[src/core/erase_seq_pkg.sv]
// Constants, encodings and carrier types for the serial flash erase sequencer
package erase_seq_pkg;

   // Opcodes
   localparam logic [7:0] OP_BLOCK_ERASE  = 8'h50;
   localparam logic [7:0] OP_SECTOR_ERASE = 8'h7c;
   localparam logic [7:0] OP_CHIP_ERASE_0 = 8'hc7;
   localparam logic [7:0] OP_CHIP_ERASE_1 = 8'h94;
   localparam logic [7:0] OP_CHIP_ERASE_2 = 8'h80;
   localparam logic [7:0] OP_CHIP_ERASE_3 = 8'h9a;

   // Frame shape
   localparam int          CMD_BYTES  = 4;
   localparam logic [2:0]  BYTE_CNT_W = 3'h4;    // Opcode plus three address bytes
   localparam logic [2:0]  BIT_LAST   = 3'h7;
   localparam logic [2:0]  ADDR_LSB_B = 3'h0;

   // Page address layout inside the 24-bit address field
   localparam int          PAGE_W        = 12;
   localparam int          PAGE_LSB_264  = 9;    // 3 dummy, PA11..PA0, 9 byte bits
   localparam int          PAGE_LSB_256  = 8;    // 4 dummy, A19..A8, 8 byte bits
   localparam int          BLK_LSB       = 3;    // Block index is page bits 11..3
   localparam int          SEC_LSB       = 8;    // Sector number is page bits 11..8
   localparam int          SUB_BIT       = 3;    // Picks sub-sector 0a or 0b

   // Region extents in pages
   localparam logic [11:0] PAGE_ZERO     = 12'h000;
   localparam logic [11:0] PAGE_LAST     = 12'hfff;
   localparam logic [11:0] BLK_SPAN      = 12'h007;
   localparam logic [11:0] SUB_0B_FIRST  = 12'h008;
   localparam logic [11:0] SEC_SPAN      = 12'h0ff;
   localparam logic [3:0]  SEC_NONE      = 4'h0;

   // Protection mask layout: bits 1..15 sectors, bit 0 sub 0a, bit 16 sub 0b
   localparam int          PROT_W        = 17;
   localparam logic [4:0]  PROT_IDX_0B   = 5'h10;

   // Clock
   localparam int          CLK_PERIOD_NS = 50;
   localparam int          NS_PER_US     = 1000;

   typedef enum logic [3:0] {
      ST_IDLE  = 4'b0001,
      ST_SCAN  = 4'b0010,
      ST_WAIT  = 4'b0100,
      ST_DONE  = 4'b1000
   } seq_state_t;

   typedef enum logic [1:0] {
      KIND_NONE   = 2'h0,
      KIND_BLOCK  = 2'h1,
      KIND_SECTOR = 2'h2,
      KIND_CHIP   = 2'h3
   } erase_kind_t;

   // Serial pins as seen by the device
   typedef struct packed {
      logic sck;
      logic cs_n;
      logic mosi;
   } spi_pins_t;

   // Decoded erase request
   typedef struct packed {
      erase_kind_t kind;
      logic [11:0] first;
      logic [11:0] last;
   } erase_cmd_t;

endpackage

[src/core/sync_2ff.sv]
// Two-stage synchroniser for levels arriving from another clock domain
`timescale 1ns/1ps
module sync_2ff #(
   parameter int W = 1
) (
   input  wire logic         clk_sys,
   input  wire logic         nrst,
   input  wire logic [W-1:0] d,
   output logic      [W-1:0] q
);

   logic [W-1:0] meta_ff;

   // First stage feeds only the second stage
   always_ff @(posedge clk_sys or negedge nrst) begin
      if (!nrst) begin
         meta_ff <= '0;
         q       <= '0;
      end else begin
         meta_ff <= d;
         q       <= meta_ff;
      end
   end

endmodule

[src/core/erase_seq.sv]
// Erase command decoder and self-timed erase sequencer behind the serial port
// Operation
// - Opcode 50h erases one aligned eight-page block
// - 264 mode block: 3 dummy, PA11-3, 12 dummy
// - 256 mode block: 4 dummy, A19-11, 11 dummy
// - Chip select rise starts block erase, busy held
// - Block index is page bits 11..3
// - Failed byte erase sets erase/program error flag
// - Opcode 7Ch erases exactly one sector
// - 264 mode sub-sector 0a/0b: PA11-3 layout
// - 256 mode sub-sector 0a/0b: A19-11 layout
// - 256 mode sectors 1-15: A19-16 layout
// - Sector from page bits 11..8; zero uses bit 3
// - Any page in sector; chip select rise starts
// - Chip erase needs C7h 94h 80h 9Ah exactly
// - Bytes after fourth chip erase byte ignored
// - Chip select rise starts chip erase, busy held
// - Chip erase skips protected or locked sectors
// - Write protect change waits for erase end
// - Erased bytes must read back all ones
`timescale 1ns/1ps
module erase_seq
   import erase_seq_pkg::*;
#(
   parameter int BLOCK_ERASE_MAX_TIME_US  = 50000,
   parameter int SECTOR_ERASE_MAX_TIME_US = 2000000,
   parameter int CHIP_ERASE_MAX_TIME_US   = 20000000
) (
   input  wire logic                clk_sys,
   input  wire logic                nrst,
   input  wire logic                spi_sck,
   input  wire logic                spi_cs_n,
   input  wire logic                spi_mosi,
   input  wire logic                wp_n,
   input  wire logic                page_264_mode,
   input  wire logic                sw_protect_en,
   input  wire logic [PROT_W-1:0]   sector_protect,
   input  wire logic [PROT_W-1:0]   sector_lockdown,
   input  wire logic                arr_done,
   input  wire logic                arr_blank,
   output logic                     busy_ff,
   output logic                     erase_program_error_flag_ff,
   output logic                     arr_req_ff,
   output logic [PAGE_W-1:0]        arr_page_ff
);

   // Cycle budgets derived from the maximum erase times
   localparam logic [31:0] BLOCK_ERASE_MAX_CYC =
      32'(BLOCK_ERASE_MAX_TIME_US * (NS_PER_US / CLK_PERIOD_NS));
   localparam logic [31:0] SECTOR_ERASE_MAX_CYC =
      32'(SECTOR_ERASE_MAX_TIME_US * (NS_PER_US / CLK_PERIOD_NS));
   localparam logic [31:0] CHIP_ERASE_MAX_CYC =
      32'(CHIP_ERASE_MAX_TIME_US * (NS_PER_US / CLK_PERIOD_NS));

   spi_pins_t          pins_raw;
   spi_pins_t          pins_s;
   spi_pins_t          pins_d_ff;
   logic               wp_n_s;
   logic [3:0]         sync_q;
   logic               sck_rise;
   logic               cs_rise;
   logic               cs_fall;
   logic               cs_active;

   logic [2:0]         bit_ff;
   logic [2:0]         byte_cnt_ff;
   logic [7:0]         shift_ff;
   logic [7:0]         bytes_ff [CMD_BYTES];

   logic [23:0]        addr;
   logic [PAGE_W-1:0]  page;
   logic [3:0]         sec_num;
   erase_cmd_t         cmd;
   logic               chip_seq_ok;

   seq_state_t         state_ff;
   seq_state_t         nxt_state;
   logic [PAGE_W-1:0]  last_ff;
   logic [31:0]        tmo_cnt_ff;
   logic [31:0]        tmo_lim_ff;
   logic               wp_eff_ff;
   logic [PROT_W-1:0]  prot_ff;
   logic [PROT_W-1:0]  lock_ff;
   logic [4:0]         page_prot_idx;
   logic               page_skip;
   logic               start;
   logic               timeout;

   // Pins cross from the host domain through two flops
   assign pins_raw = '{sck: spi_sck, cs_n: spi_cs_n, mosi: spi_mosi};

   sync_2ff #(
      .W (4)
   ) u_sync (
      .clk_sys (clk_sys),
      .nrst    (nrst),
      .d       ({pins_raw.sck, ~pins_raw.cs_n, pins_raw.mosi, ~wp_n}),
      .q       (sync_q)
   );

   // Active-low pins travel inverted so the flops clear to the idle level
   // and no false chip select edge or write protect follows reset
   assign pins_s = '{sck: sync_q[3], cs_n: ~sync_q[2], mosi: sync_q[1]};
   assign wp_n_s = ~sync_q[0];

   // Delayed copy of the synchronised pins for edge finding
   always_ff @(posedge clk_sys or negedge nrst) begin
      if (!nrst) begin
         pins_d_ff <= '{sck: 1'b0, cs_n: 1'b1, mosi: 1'b0};
      end else begin
         pins_d_ff <= pins_s;
      end
   end

   // Mode 0 and 3 both sample data on the rising serial clock edge
   assign sck_rise  = pins_s.sck & ~pins_d_ff.sck;
   assign cs_rise   = pins_s.cs_n & ~pins_d_ff.cs_n;
   assign cs_fall   = ~pins_s.cs_n & pins_d_ff.cs_n;
   assign cs_active = ~pins_s.cs_n & ~cs_fall;

   // Bit and byte counting within a frame
   always_ff @(posedge clk_sys or negedge nrst) begin
      if (!nrst) begin
         bit_ff      <= 3'h0;
         byte_cnt_ff <= 3'h0;
         shift_ff    <= 8'h00;
      end else if (cs_fall) begin
         bit_ff      <= 3'h0;
         byte_cnt_ff <= 3'h0;
         shift_ff    <= 8'h00;
      end else if (cs_active && sck_rise) begin
         bit_ff   <= bit_ff + 3'h1;
         shift_ff <= {shift_ff[6:0], pins_s.mosi};
         // Count saturates so trailing bytes never disturb the capture
         if (bit_ff == BIT_LAST && byte_cnt_ff != BYTE_CNT_W + 3'h1) begin
            byte_cnt_ff <= byte_cnt_ff + 3'h1;
         end
      end
   end

   // Only the first four bytes are kept; anything later is dropped
   always_ff @(posedge clk_sys or negedge nrst) begin
      if (!nrst) begin
         for (int i = 0; i < CMD_BYTES; i++) begin
            bytes_ff[i] <= 8'h00;
         end
      end else if (cs_active && sck_rise && bit_ff == BIT_LAST &&
                   byte_cnt_ff < BYTE_CNT_W) begin
         bytes_ff[byte_cnt_ff[1:0]] <= {shift_ff[6:0], pins_s.mosi};
      end
   end

   // Page address from the three address bytes, layout set by page size
   assign addr = {bytes_ff[1], bytes_ff[2], bytes_ff[3]};
   assign page = page_264_mode ? addr[PAGE_LSB_264 +: PAGE_W]
                               : addr[PAGE_LSB_256 +: PAGE_W];
   assign sec_num = page[SEC_LSB +: 4];

   assign chip_seq_ok = bytes_ff[0] == OP_CHIP_ERASE_0 &&
                        bytes_ff[1] == OP_CHIP_ERASE_1 &&
                        bytes_ff[2] == OP_CHIP_ERASE_2 &&
                        bytes_ff[3] == OP_CHIP_ERASE_3;

   // Decode the captured frame into a page range
   always_comb begin
      cmd = '{kind: KIND_NONE, first: PAGE_ZERO, last: PAGE_ZERO};
      if (byte_cnt_ff >= BYTE_CNT_W) begin
         if (bytes_ff[0] == OP_BLOCK_ERASE) begin
            // Low three page bits are don't care, giving blocks 0..511
            cmd.kind  = KIND_BLOCK;
            cmd.first = {page[PAGE_W-1:BLK_LSB], 3'h0};
            cmd.last  = cmd.first | BLK_SPAN;
         end else if (bytes_ff[0] == OP_SECTOR_ERASE) begin
            cmd.kind = KIND_SECTOR;
            if (sec_num != SEC_NONE) begin
               cmd.first = {sec_num, 8'h00};
               cmd.last  = cmd.first | SEC_SPAN;
            end else if (page[SUB_BIT]) begin
               cmd.first = SUB_0B_FIRST;
               cmd.last  = SEC_SPAN;
            end else begin
               cmd.first = PAGE_ZERO;
               cmd.last  = BLK_SPAN;
            end
         end else if (chip_seq_ok) begin
            cmd.kind  = KIND_CHIP;
            cmd.first = PAGE_ZERO;
            cmd.last  = PAGE_LAST;
         end
      end
   end

   // Frame must end on a byte boundary; a busy device drops new commands
   assign start = cs_rise && bit_ff == ADDR_LSB_B && cmd.kind != KIND_NONE &&
                  state_ff == ST_IDLE;

   // Protection index of the page under erase
   always_comb begin
      if (arr_page_ff[SEC_LSB +: 4] != SEC_NONE) begin
         page_prot_idx = {1'b0, arr_page_ff[SEC_LSB +: 4]};
      end else if (arr_page_ff[SUB_BIT]) begin
         page_prot_idx = PROT_IDX_0B;
      end else begin
         page_prot_idx = 5'h00;
      end
   end

   // Protected sectors count only while protection is in force
   assign page_skip = lock_ff[page_prot_idx] |
                      (prot_ff[page_prot_idx] & (sw_protect_en | wp_eff_ff));

   assign timeout = tmo_cnt_ff >= tmo_lim_ff;

   // Write protect is frozen while an erase runs
   always_ff @(posedge clk_sys or negedge nrst) begin
      if (!nrst) begin
         wp_eff_ff <= 1'b0;
      end else if (state_ff == ST_IDLE) begin
         wp_eff_ff <= ~wp_n_s;
      end
   end

   // Protection maps captured at start hold steady through the erase
   always_ff @(posedge clk_sys or negedge nrst) begin
      if (!nrst) begin
         prot_ff <= '0;
         lock_ff <= '0;
      end else if (start) begin
         prot_ff <= sector_protect;
         lock_ff <= sector_lockdown;
      end
   end

   // Sequencer state
   always_ff @(posedge clk_sys or negedge nrst) begin
      if (!nrst) begin
         state_ff <= ST_IDLE;
      end else begin
         state_ff <= nxt_state;
      end
   end

   always_comb begin
      nxt_state = state_ff;
      case (state_ff)
         ST_IDLE: begin
            if (start) begin
               nxt_state = ST_SCAN;
            end
         end
         ST_SCAN: begin
            if (timeout) begin
               nxt_state = ST_DONE;
            end else if (!page_skip) begin
               nxt_state = ST_WAIT;
            end else if (arr_page_ff == last_ff) begin
               nxt_state = ST_DONE;
            end
         end
         ST_WAIT: begin
            if (timeout) begin
               nxt_state = ST_DONE;
            end else if (arr_done) begin
               nxt_state = (arr_page_ff == last_ff) ? ST_DONE : ST_SCAN;
            end
         end
         ST_DONE: begin
            nxt_state = ST_IDLE;
         end
         default: begin
            nxt_state = ST_IDLE;
         end
      endcase
   end

   // Page pointer and range bookkeeping
   always_ff @(posedge clk_sys or negedge nrst) begin
      if (!nrst) begin
         arr_page_ff <= PAGE_ZERO;
         last_ff     <= PAGE_ZERO;
      end else if (start) begin
         arr_page_ff <= cmd.first;
         last_ff     <= cmd.last;
      end else if (state_ff == ST_SCAN && page_skip && arr_page_ff != last_ff) begin
         arr_page_ff <= arr_page_ff + 12'h001;
      end else if (state_ff == ST_WAIT && arr_done && arr_page_ff != last_ff) begin
         arr_page_ff <= arr_page_ff + 12'h001;
      end
   end

   // Request to the array holds until it reports the page done
   always_ff @(posedge clk_sys or negedge nrst) begin
      if (!nrst) begin
         arr_req_ff <= 1'b0;
      end else if (nxt_state == ST_WAIT && !(state_ff == ST_WAIT && arr_done)) begin
         arr_req_ff <= 1'b1;
      end else begin
         arr_req_ff <= 1'b0;
      end
   end

   // Watchdog against the maximum erase time of each kind
   always_ff @(posedge clk_sys or negedge nrst) begin
      if (!nrst) begin
         tmo_cnt_ff <= 32'h0;
         tmo_lim_ff <= 32'h0;
      end else if (start) begin
         tmo_cnt_ff <= 32'h0;
         case (cmd.kind)
            KIND_BLOCK:  tmo_lim_ff <= BLOCK_ERASE_MAX_CYC;
            KIND_SECTOR: tmo_lim_ff <= SECTOR_ERASE_MAX_CYC;
            default:     tmo_lim_ff <= CHIP_ERASE_MAX_CYC;
         endcase
      end else if (state_ff == ST_SCAN || state_ff == ST_WAIT) begin
         tmo_cnt_ff <= tmo_cnt_ff + 32'h1;
      end
   end

   // Busy spans from the chip select rise until the last page settles
   always_ff @(posedge clk_sys or negedge nrst) begin
      if (!nrst) begin
         busy_ff <= 1'b0;
      end else if (start) begin
         busy_ff <= 1'b1;
      end else if (state_ff == ST_DONE) begin
         busy_ff <= 1'b0;
      end
   end

   // Error flag is cleared when a new erase starts and set by any failure
   always_ff @(posedge clk_sys or negedge nrst) begin
      if (!nrst) begin
         erase_program_error_flag_ff <= 1'b0;
      end else if (state_ff == ST_WAIT && arr_done && !arr_blank) begin
         erase_program_error_flag_ff <= 1'b1;
      end else if ((state_ff == ST_SCAN || state_ff == ST_WAIT) && timeout) begin
         erase_program_error_flag_ff <= 1'b1;
      end else if (start) begin
         erase_program_error_flag_ff <= 1'b0;
      end
   end

endmodule

[config.mk]
export PLATFORM = sky130hd
export DESIGN_NAME = erase_seq
export DESIGN_NICKNAME = d
export VERILOG_FILES = /design/src/core/erase_seq_pkg.sv /design/src/core/sync_2ff.sv /design/src/core/erase_seq.sv
export SDC_FILE = /design/constraint.sdc
export NUM_CORES = 1
export LEC_CHECK = 0
export BUFFER_PORTS_ARGS = -buffer_cell sky130_fd_sc_hd__buf_2
export CORE_MARGIN = 8
export CORE_UTILIZATION = 43
export DETAILED_ROUTE_END_ITERATION = 10
export GPL_TIMING_DRIVEN = 0
export PLACE_DENSITY = 0.62
export SYNTH_ARGS = -nofsm -noshare
export SYNTH_HDL_FRONTEND = slang
export SYNTH_HIERARCHICAL = 1
export SYNTH_SLANG_ARGS = --single-unit
[constraint.sdc]
create_clock -name clk_sys -period 3.1 [get_ports clk_sys]
set_input_delay 0 -clock clk_sys [delete_from_list [all_inputs] [get_ports clk_sys]]
set_output_delay 0 -clock clk_sys [all_outputs]
set_load 0.1 [all_outputs]
==> flow_summary.ini, run 1 <==
[worst_setup_path]
crit_fanout = 7
end_kind = flop
required_ps = 3470
reg2reg_to = arr_page_ff[8]
crit_path_start_kind = flop
r2r_slack_ps = -7
r2r_start = bytes_ff[24]
cpMostUsedCell = nor2_2
r2r_cells = 15
worst_ep_arrival_time_ps = 3470
cpPeakStageDelay_ps = 600
critical_path.cell_chain = or4bb_1 > nor2_2 > and2_4 > nor2_1 > nor2_2 > inv_1 > ha_4 > nor2_4 > and3_4 > buf_8 > nand2_4 > o21bai_4 > a21oi_2 > o21bai_1 > o211a_1
critical_path.slowest_cell = or4bb_1
timing_worst_setup_path_type = flop to flop

[placed_design]
place_congestion = 0.821
place_area_mm2 = 0.00858
dp_hpwl_um = 13300
portBuffers = 58

[clock_tree]
clock_sinks = 158
clk_path_buf_depth = 2
htree_levels = 4
cts.clk_slew.worst_paths_ps = 80
cts_tree = built
cts-root-buf = clkbuf_16
clk_latency_ps = 440
cts_buffers = 17

[layout]
drive_gt1_share_pct = 22.0
design_area_mm2 = 0.00988
diodes = 0
nets = 994
syn_to_final_growth_pct = 24.2

[route]
top_layer = met4
m1WireLength_um = 9250
firstDrtPassIters = 4
num_vias = 6056
drtIter0Drc = 296
wl_met3_um = 440
post-route-drc-count = 0
via_per_inst = 5.23
drt_wl_total_um = 19200
wl_met2_um = 9300
wl_per_cell_um = 16.6
antenna_left = 0

[synthesis]
avgSynthCellArea_um2 = 10.1
synth_cell_type_count = 64
synthTopCellsByCount = 172 x nand2_1, 156 x dfrtp_1, 55 x nor2_1
synth_edf_count = 0
syn_inst = 786
yosysSeqAreaShare_pct = 49.7
yosysWarnings = 6
ys_top_cells_by_area = dfrtp_1 49%, nand2_1 8.1%, ha_1 5.3%, mux2_2 5.2%, nor2_1 2.6%
netlist_area_mm2 = 0.00796
synth_top_area_share_pct = 49.1
yosys.cell_count.top_type = nand2_1
yosys.area.top_type = dfrtp_1
ys_ff_latch = 158
ys.flop_type = dfrtp_1
synth_fp_nets = 864
synth-async-reset-ratio_pct = 100

[timing]
worstMarginPinSlew_ps = 721
finalHoldViolCount = 0
drv_slew = 0
max_freq_mhz = 322
timing.final.crit_period_ps = 3110
rsz0062_at_grt = yes
clock_skew_ps = 17.9
tns_ps = -7.14
layout_setup_ws_ps = -7.14
slew_headroom_pct = 51.2
period_share_pct = 100
finalSetupViolCount = 1

[die]
core_mm2 = 0.0181
dieWidth_um = 152
die_h_um = 152
start_util_pct = 44.0
rows = 49
die_area_mm2 = 0.0231
boundaryPins = 59

[hold_path]
hp-class = input pin to asynchronous set/reset pin

[global_routing]
grt_pass1_wl_um = 32200
overflow = 0
first_global_vias = 6101
grt_max_degree = 110
grt_usage_pct = 17.2
antenna_found_initial = 0

[power_and_ir_drop]
max-vdd-ir-drop_v = 0.000379
power_mw = 4.32
p_per_area_mw_per_mm2 = 437
p_leak_nw = 4.66

[outcome]
violations = setup timing
status = finished with violations

[run]
cap_violations = 0
## cells by family after synthesis
family / after synthesis / synth area share (%)
simple gates: 338 / 20.1
flops: 158 / 49.7
compound gates: 107 / 8.82
buf+inv: 56 / 3.21
mux: 54 / 8.55
xor+xnor: 39 / 4.29
fa+ha+maj: 34 / 5.35
## how the worst max path moves through the flow
stage          slack (ps)             end  depth (start not counted)          from
3_3_place_gp        -1040      lock_ff[0]                         13      addr[12]
6_report               -7  arr_page_ff[8]                         15  bytes_ff[24]
2_1_floorplan           9  tmo_cnt_ff[30]                         13  bytes_ff[24]
5_1_grt              -210  arr_page_ff[8]                         15      addr[14]
3_5_place_dp        -1010     lock_ff[16]                         13      addr[12]
4_1_cts              -170  arr_page_ff[8]                         14      addr[10]
## flip-flops by register name (all words and copies together) (netlist names), 2 cells and up
signal,count
u_sync/q,4
u_sync/meta_ff,4
arr_page_ff,12
shift_ff,7
tmo_cnt_ff,32
pins_d_ff,2
state_ff,4
tmo_lim_ff,7
bytes_ff,8
addr,24
byte_cnt_ff,3
last_ff,10
prot_ff,17
lock_ff,17
bit_ff,3
## routing by layer
layer,global-route usage [%],up-vias
li1,-,2998
met1,22.8,2960
met2,28.2,79
met3,2.72,19
met4,5.71,0
met5,0,-
## metrics by stage
| step | hold slack [ps] | instances | worst slack [ps] | utilization, % |
|---|---|---|---|---|
| final | 53.2 | 1158 | -7.14 | 54.7 |
| after global routing | 83.4 | 1158 | -208 | 54.7 |
| after CTS | 62.2 | 1154 | -174 | 54.3 |
| after detailed placement | -66.1 | 1074 | -1010 | 47.5 |
| after global placement | 108 | 1073 | -1040 | 47.2 |
| after floorplan | -296 | 786 | 8.67 | - |
## critical path, delay by kind of cell (launching register included)
| kind | cells | cell delay (ps) |
|---|---|---|
| adder cells (fa/ha/maj) | 1 | 180 |
| buffers and inverters | 2 | 260 |
| flip-flops | 1 | 390 |
| AO/OA/AOI/OAI | 4 | 680 |
| AND/OR/NAND/NOR | 8 | 1520 |
## power by group
| part | switching [mW] | leakage (nW) | internal [mW] |
|---|---|---|---|
| Clock | 1.01 | 0.296 | 1.10 |
| Sequential | 0.00965 | 1.92 | 2.07 |
| Combinational | 0.0709 | 2.45 | 0.0665 |
## cell type report
cell class | count | area (µm²)
fill | 1563 | 8200
buffer | 29 | 213
multi-input combinational | 572 | 3900
timing repair buffer | 111 | 821
clock inverter | 15 | 181
inverter | 27 | 101
tap | 229 | 287
sequential | 158 | 3960
clock buffer | 17 | 425
## cells in the final DEF (no fill, tap or decap), types with 9 or more instances in the layout
| cell type | netlist | final |
|---|---|---|
| nand2_1 | 172 | 171 |
| dfrtp_1 | 156 | 156 |
| buf_2 | 3 | 61 |
| nor2_1 | 55 | 48 |
| dlygate4sd3_1 | 0 | 41 |
| mux2_2 | 37 | 37 |
| o21ai_0 | 38 | 33 |
| ha_1 | 34 | 33 |
| inv_1 | 27 | 27 |
| a21oi_1 | 22 | 21 |
| xor2_1 | 21 | 21 |
| nand3_1 | 21 | 20 |
| xnor2_1 | 18 | 18 |
| nand4_1 | 17 | 17 |
| clkbuf_16 | 0 | 17 |
| buf_4 | 3 | 16 |
| and3_1 | 13 | 12 |
| nor4_1 | 10 | 9 |
| nor3_1 | 10 | 9 |
## repair_timing
item	CTS	global route
hold buffers	41	0
setup buffers	7	4
hold endpoints to repair	198	0
resized for setup	51	14
cloned	0	0
endpoints found under the setup margin	97	97
pin swaps	22	12
Power figures use the tool's default switching activity.
==> run 2, diff against run 1 <==
--- a/config.mk
+++ b/config.mk
@@ -10,8 +10,7 @@
 export CORE_UTILIZATION = 43
 export DETAILED_ROUTE_END_ITERATION = 10
 export GPL_TIMING_DRIVEN = 0
-export PLACE_DENSITY = 0.62
+export PLACE_DENSITY = 0.59
 export SYNTH_ARGS = -nofsm -noshare
 export SYNTH_HDL_FRONTEND = slang
-export SYNTH_HIERARCHICAL = 1
 export SYNTH_SLANG_ARGS = --single-unit
==> constraint.sdc (replaced) <==
create_clock -name clk_sys -period 3.4 [get_ports clk_sys]
set_input_delay 0 -clock clk_sys [delete_from_list [all_inputs] [get_ports clk_sys]]
set_output_delay 0 -clock clk_sys [all_outputs]
set_load 0.1 [all_outputs]
==> run 2 against run 1 <==
Compared with the run above:
- the flow now finishes without violations
- final cell count increased by 0.35%
- highest routed layer unchanged
- sequential share of layout area is 0.30 points higher
- count of clock-buffer cells in the layout stayed put
- die area about the same
==> flow_summary.ini, run 2 <==
[outcome]
status = finished clean

[die]
rows = 49
dieWidth_um = 152
boundaryPins = 59
die_area_mm2 = 0.0231
core_mm2 = 0.0181
die_h_um = 152
start_util_pct = 44.0

[clock_tree]
cts_buffers = 17
cts_tree = built
clk_latency_ps = 440
clock_sinks = 158
clk_path_buf_depth = 2
htree_levels = 4
cts-root-buf = clkbuf_16
cts.clk_slew.worst_paths_ps = 70

[layout]
layout_commonest_cell = nand2_1
largest_register_ffs = 32
nets = 997
fillers = 1612
drive_gt1_share_pct = 21.1
syn_to_final_growth_pct = 23.3
seqCellArea_mm2 = 0.00396
multi_input_area_mm2 = 0.00384
post-route-util_pct = 54.2
largest-register = tmo_cnt_ff
most-common-layout-cells = 171 x nand2_1, 156 x dfrtp_1, 62 x buf_2

[placed_design]
place_congestion = 0.811
place_ws_ps = -715
dp_hpwl_um = 13500
portBuffers = 58

[synthesis]
synth-async-reset-ratio_pct = 100
ys.flop_type = dfrtp_1
synth_fp_nets = 864
yosysWarnings = 0
synth_edf_count = 0
synth_cell_type_count = 64
avgSynthCellArea_um2 = 10.1
syn_inst = 786
yosys.area.top_type = dfrtp_1
synth_top_area_share_pct = 49.0
synthTopCellsByCount = 172 x nand2_1, 156 x dfrtp_1, 55 x nor2_1
netlist_area_mm2 = 0.00796
yosys.cell_count.top_type = nand2_1
yosysSeqAreaShare_pct = 49.7
ys_ff_latch = 158
ys_top_cells_by_area = dfrtp_1 49%, nand2_1 8.1%, ha_1 5.3%, mux2_2 5.2%, nor2_1 2.6%

[power_and_ir_drop]
power_frac_seq_pct = 47.4
p_sw_mw = 0.992
sw_frac_of_total_pct = 24.8
power_mw = 4.00
comb_power_share_pct = 3.1
p_per_area_mw_per_mm2 = 408
p_leak_nw = 4.62
clkPwrFrac_pct = 49.5
max-vdd-ir-drop_v = 0.000341
internal_power_mw = 3.01

[worst_setup_path]
critical_path.slowest_cell = or4bb_4
cpPeakStageDelay_ps = 580
crit_path_start_kind = flop
worst-path-buf-inv = 1
end_kind = flop
required_ps = 3770
critPathTopFamily = simple AND/OR/NAND/NOR gates
crit_fanout = 6
worst_ep_arrival_time_ps = 3630
timing_worst_setup_path_type = flop to flop
critical_path.cell_chain = or4bb_4 > nor3_4 > nor2_1 > or3_4 > ha_2 > nor2_2 > and3_4 > buf_6 > nand2_2 > o21bai_4 > a21oi_2 > o21bai_1 > o211a_1

[timing]
finalSetupViolCount = 0
slew_headroom_pct = 55.9
timing.final.crit_period_ps = 3260
period_share_pct = 96.0
layout_setup_ws_ps = 136
max_freq_mhz = 306
finalHoldViolCount = 0
worstMarginPinSlew_ps = 657
drv_slew = 0
clock_skew_ps = 11.0

[route]
wl_per_cell_um = 17.0
num_vias = 6096
via_per_inst = 5.25
drtIter0Drc = 255
firstDrtPassIters = 5
post-route-drc-count = 0
antenna_left = 0
drt_wl_total_um = 19800

[global_routing]
antenna_found_initial = 1
overflow = 0
first_global_vias = 6219
grt_usage_pct = 17.4
grt_pass1_wl_um = 32500
grt_max_degree = 113

[run]
cap_violations = 0

[hold_path]
hp-class = input pin to asynchronous set/reset pin
-- run 2: changes by cell type after synthesis, sizes merged --
cell | previous run | this run
buf | 13 | 12
clkbuf | 16 | 17
-- run 2: worst paths after layout --
path	from	cells past startpoint	slack, ps	to
hold / removal	nrst	2	50	tmo_cnt_ff[13]
max in group asynchronous	nrst	3	2490	addr[15]
min in group clk_sys	spi_mosi	2	200	u_sync.meta_ff[1]
setup reg to reg	bytes_ff[24]	13	140	arr_page_ff[8]
setup / recovery	bytes_ff[24]	13	140	arr_page_ff[8]
hold reg to reg	u_sync.meta_ff[1]	0	350	u_sync.q[1]
-- run 2: stage by stage --
step | TNS (ps) | hold WS, ps | std cells | cell area [µm²]
2_1_floorplan | 0 | -296 | 786 | 7960
3_3_place_gp | -68900 | 109 | 1073 | 8540
3_5_place_dp | -50030 | -71.1 | 1074 | 8570
4_1_cts | -31.3 | 49.5 | 1151 | 9700
5_1_grt | -21.9 | 82.2 | 1162 | 9810
6_report | 0 | 52.5 | 1162 | 9810
-- run 2: final cells by class --
type | instances | area share (%)
clock buffer | 17 | 4.34
timing repair buffer | 114 | 8.57
buffer | 29 | 1.75
inverter | 27 | 1.03
tap | 229 | 2.92
antenna | 1 | 0.0255
clock inverter | 15 | 1.90
sequential | 158 | 40.3
multi-input combinational | 572 | 39.1
-- run 2: repair_timing --
| action | CTS | global route |
|---|---|---|
| pin swaps | 6 | 8 |
| endpoints found under the hold margin | 198 | 0 |
| gates cloned | 0 | 1 |
| setup endpoints to repair | 97 | 92 |
| hold buffers | 41 | 0 |
| setup buffers | 4 | 9 |
| resized for setup | 22 | 12 |
-- run 2: metal layers --
layer	part of all wire, %	track usage [%]
met5	0	0
met4	1.7	5.52
met3	3.4	3.69
met2	50	29.7
met1	45	21.7
-- run 2: power by group through the flow --
stage          Sequential (mW)  Clock (mW)  Combinational (mW)
2_1_floorplan             1.93           0              0.0164
3_3_place_gp              1.93           0              0.0838
5_1_grt                   1.90        2.09               0.141
3_5_place_dp              1.93           0              0.0891
4_1_cts                   1.90        2.03               0.126
6_report                  1.90        1.98               0.125
-- run 2: cell families after synthesis --
logic type	share of synthesized area [%]
AOI/OAI and AO/OA	8.82
xor gates and xnor gates	4.29
adders and majority gates	5.35
buffers and inverters	3.24
DFF	49.7
muxes	8.55
and+or+nand+nor	20.0
==> run 3, diff against run 2 <==
--- a/config.mk
+++ b/config.mk
@@ -13,4 +13,5 @@
 export PLACE_DENSITY = 0.59
 export SYNTH_ARGS = -nofsm -noshare
 export SYNTH_HDL_FRONTEND = slang
+export SYNTH_HIERARCHICAL = 1
 export SYNTH_SLANG_ARGS = --single-unit
==> run 3 against run 2 <==
Compared with the run above:
- wire length shrank 1.5%
- final cell count shrank 0.95%
- die area is essentially flat
- critical path depth grew 1
- first-iteration DRC count grew 20%
- highest routed layer unchanged
- register-to-register slack gained 95 ps
- clock power is essentially flat
- hold slack lost 18 ps
- count of clock-buffer cells in the layout grew 2
- cell area shrank 0.78%
- global-route usage shrank 0.21 points
==> flow_summary.ini, run 3 (synthesis results as in run 1) <==
[layout]
fillers = 1585
largest-register = tmo_cnt_ff
most-common-layout-cells = 171 x nand2_1, 156 x dfrtp_1, 62 x buf_2
seqCellArea_mm2 = 0.00396
syn_to_final_growth_pct = 22.3
layout_commonest_cell = nand2_1
multi_input_area_mm2 = 0.00385
drive_gt1_share_pct = 20.2
diodes = 0
nets = 987
largest_register_ffs = 32
post-route-util_pct = 53.8
layoutNonFillerInstCount = 1151

[route]
drt_wl_total_um = 19500
firstDrtPassIters = 4
via_per_inst = 5.25
wl_per_cell_um = 16.9
drtIter0Drc = 305
antenna_left = 0
post-route-drc-count = 0
num_vias = 6038

[clock_tree]
clock_sinks = 158
htree_levels = 4
cts.clk_slew.worst_paths_ps = 70
cts_buffers = 17
clk_latency_ps = 430
cts_tree = built
cts-root-buf = clkbuf_16
clk_path_buf_depth = 2

[placed_design]
place_ws_ps = -908
dpl.cell_count = 1074
portBuffers = 58
dp_hpwl_um = 13600
place_congestion = 0.806

[power_and_ir_drop]
p_per_area_mw_per_mm2 = 408
max-vdd-ir-drop_v = 0.000350
p_leak_nw = 4.55

[global_routing]
grt_pass1_wl_um = 32300
grt_max_degree = 121
grt_usage_pct = 17.2
first_global_vias = 6186
overflow = 0
antenna_found_initial = 0

[timing]
timing.final.crit_period_ps = 3170
max_freq_mhz = 316
drv_slew = 0
layout_setup_ws_ps = 232
rsz0062_at_grt = no
period_share_pct = 93.2
worstMarginPinSlew_ps = 707
finalHoldViolCount = 0
slew_headroom_pct = 52.2
clock_skew_ps = 10.8
tns_ps = 0
finalSetupViolCount = 0

[hold_path]
hp-class = input pin to asynchronous set/reset pin

[worst_setup_path]
worst_ep_arrival_time_ps = 3520
required_ps = 3750
timing_worst_setup_path_type = flop to flop
r2r_cells = 14
reg2reg_to = arr_page_ff[8]
crit_start = addr[14]
critical_path.slowest_cell = nor4_4
cpPeakStageDelay_ps = 420
crit_path_start_kind = flop
r2r_start = addr[14]
end_kind = flop
r2r_slack_ps = 230
cp-endpoint = arr_page_ff[8]
critical_path.cell_chain = nor4b_2 > nand2_1 > nor4_4 > nor2_1 > or3_4 > ha_2 > nor2_4 > and3_4 > buf_6 > nand2_2 > o21bai_4 > a21oi_2 > o21bai_1 > o211a_1
crit_fanout = 7

[die]
die_h_um = 152
core_mm2 = 0.0181
dieWidth_um = 152
boundaryPins = 59
die_area_mm2 = 0.0231
rows = 49
start_util_pct = 44.0

[outcome]
status = finished clean

[run]
cap_violations = 0
## run 3: stage by stage
| step | power, mW | hold WS [ps] | instance area [µm²] |
|---|---|---|---|
| global route | 4.11 | 45.4 | 9730 |
| CTS | 4.02 | 39.7 | 9680 |
| finish | 3.97 | 34.7 | 9730 |
| detailed placement | 2.02 | -101 | 8570 |
| global placement | 2.02 | 108 | 8530 |
| floorplan | 1.95 | -296 | 7960 |
## run 3: report_power, final
| part | leakage, nW | switching (mW) | internal [mW] |
|---|---|---|---|
| logic | 2.35 | 0.0647 | 0.0606 |
| clock network | 0.286 | 0.828 | 1.12 |
| registers | 1.92 | 0.00926 | 1.89 |
## run 3: worst min path at each step
stage	start	end	slack (ps)	cells after the start
2_1_floorplan	nrst	addr[0]	-300	0
3_3_place_gp	spi_mosi	u_sync/meta_ff[1]	110	1
3_5_place_dp	nrst	tmo_cnt_ff[17]	-100	1
4_1_cts	nrst	tmo_cnt_ff[17]	40	2
5_1_grt	nrst	tmo_cnt_ff[17]	50	2
6_report	nrst	tmo_cnt_ff[17]	30	2
## run 3: timing repair
item | CTS | global route
hold endpoints to repair | 198 | 0
setup buffers | 1 | 2
pin swaps | 4 | 10
hold buffers | 41 | 0
cloned | 0 | 1
gates resized for setup | 29 | 7
setup endpoints to repair | 97 | 74
## run 3: metal layers
| metal | vias to the layer above | GRT usage [%] | wire length [µm] | share of wire, % |
|---|---|---|---|---|
| met1 | 2964 | 21.5 | 8760 | 45 |
| met2 | 80 | 29.7 | 9840 | 51 |
| met4 | 0 | 5.00 | 214 | 1.1 |
| met5 | - | 0 | 0 | 0 |
| met3 | 17 | 3.37 | 656 | 3.4 |
| li1 | 2977 | - | - | - |
## run 3: critical path: cells and delay by family (launching register included)
family,cells,cell delay (ps)
AO/OA/AOI/OAI,4,690
adder cells (fa/ha/maj),1,200
buffers and inverters,1,130
flip-flops,1,410
AND/OR/NAND/NOR,8,1660
## run 3: area by class of cell
cell class	count	share of cell area (%)
clock buffers	19	4.55
flip-flops and latches	158	40.6
multi-input cells	572	39.6
inverters	27	1.04
repair buffers	104	7.87
well taps	229	2.94
plain buffers	29	1.80
clock inverters	13	1.61
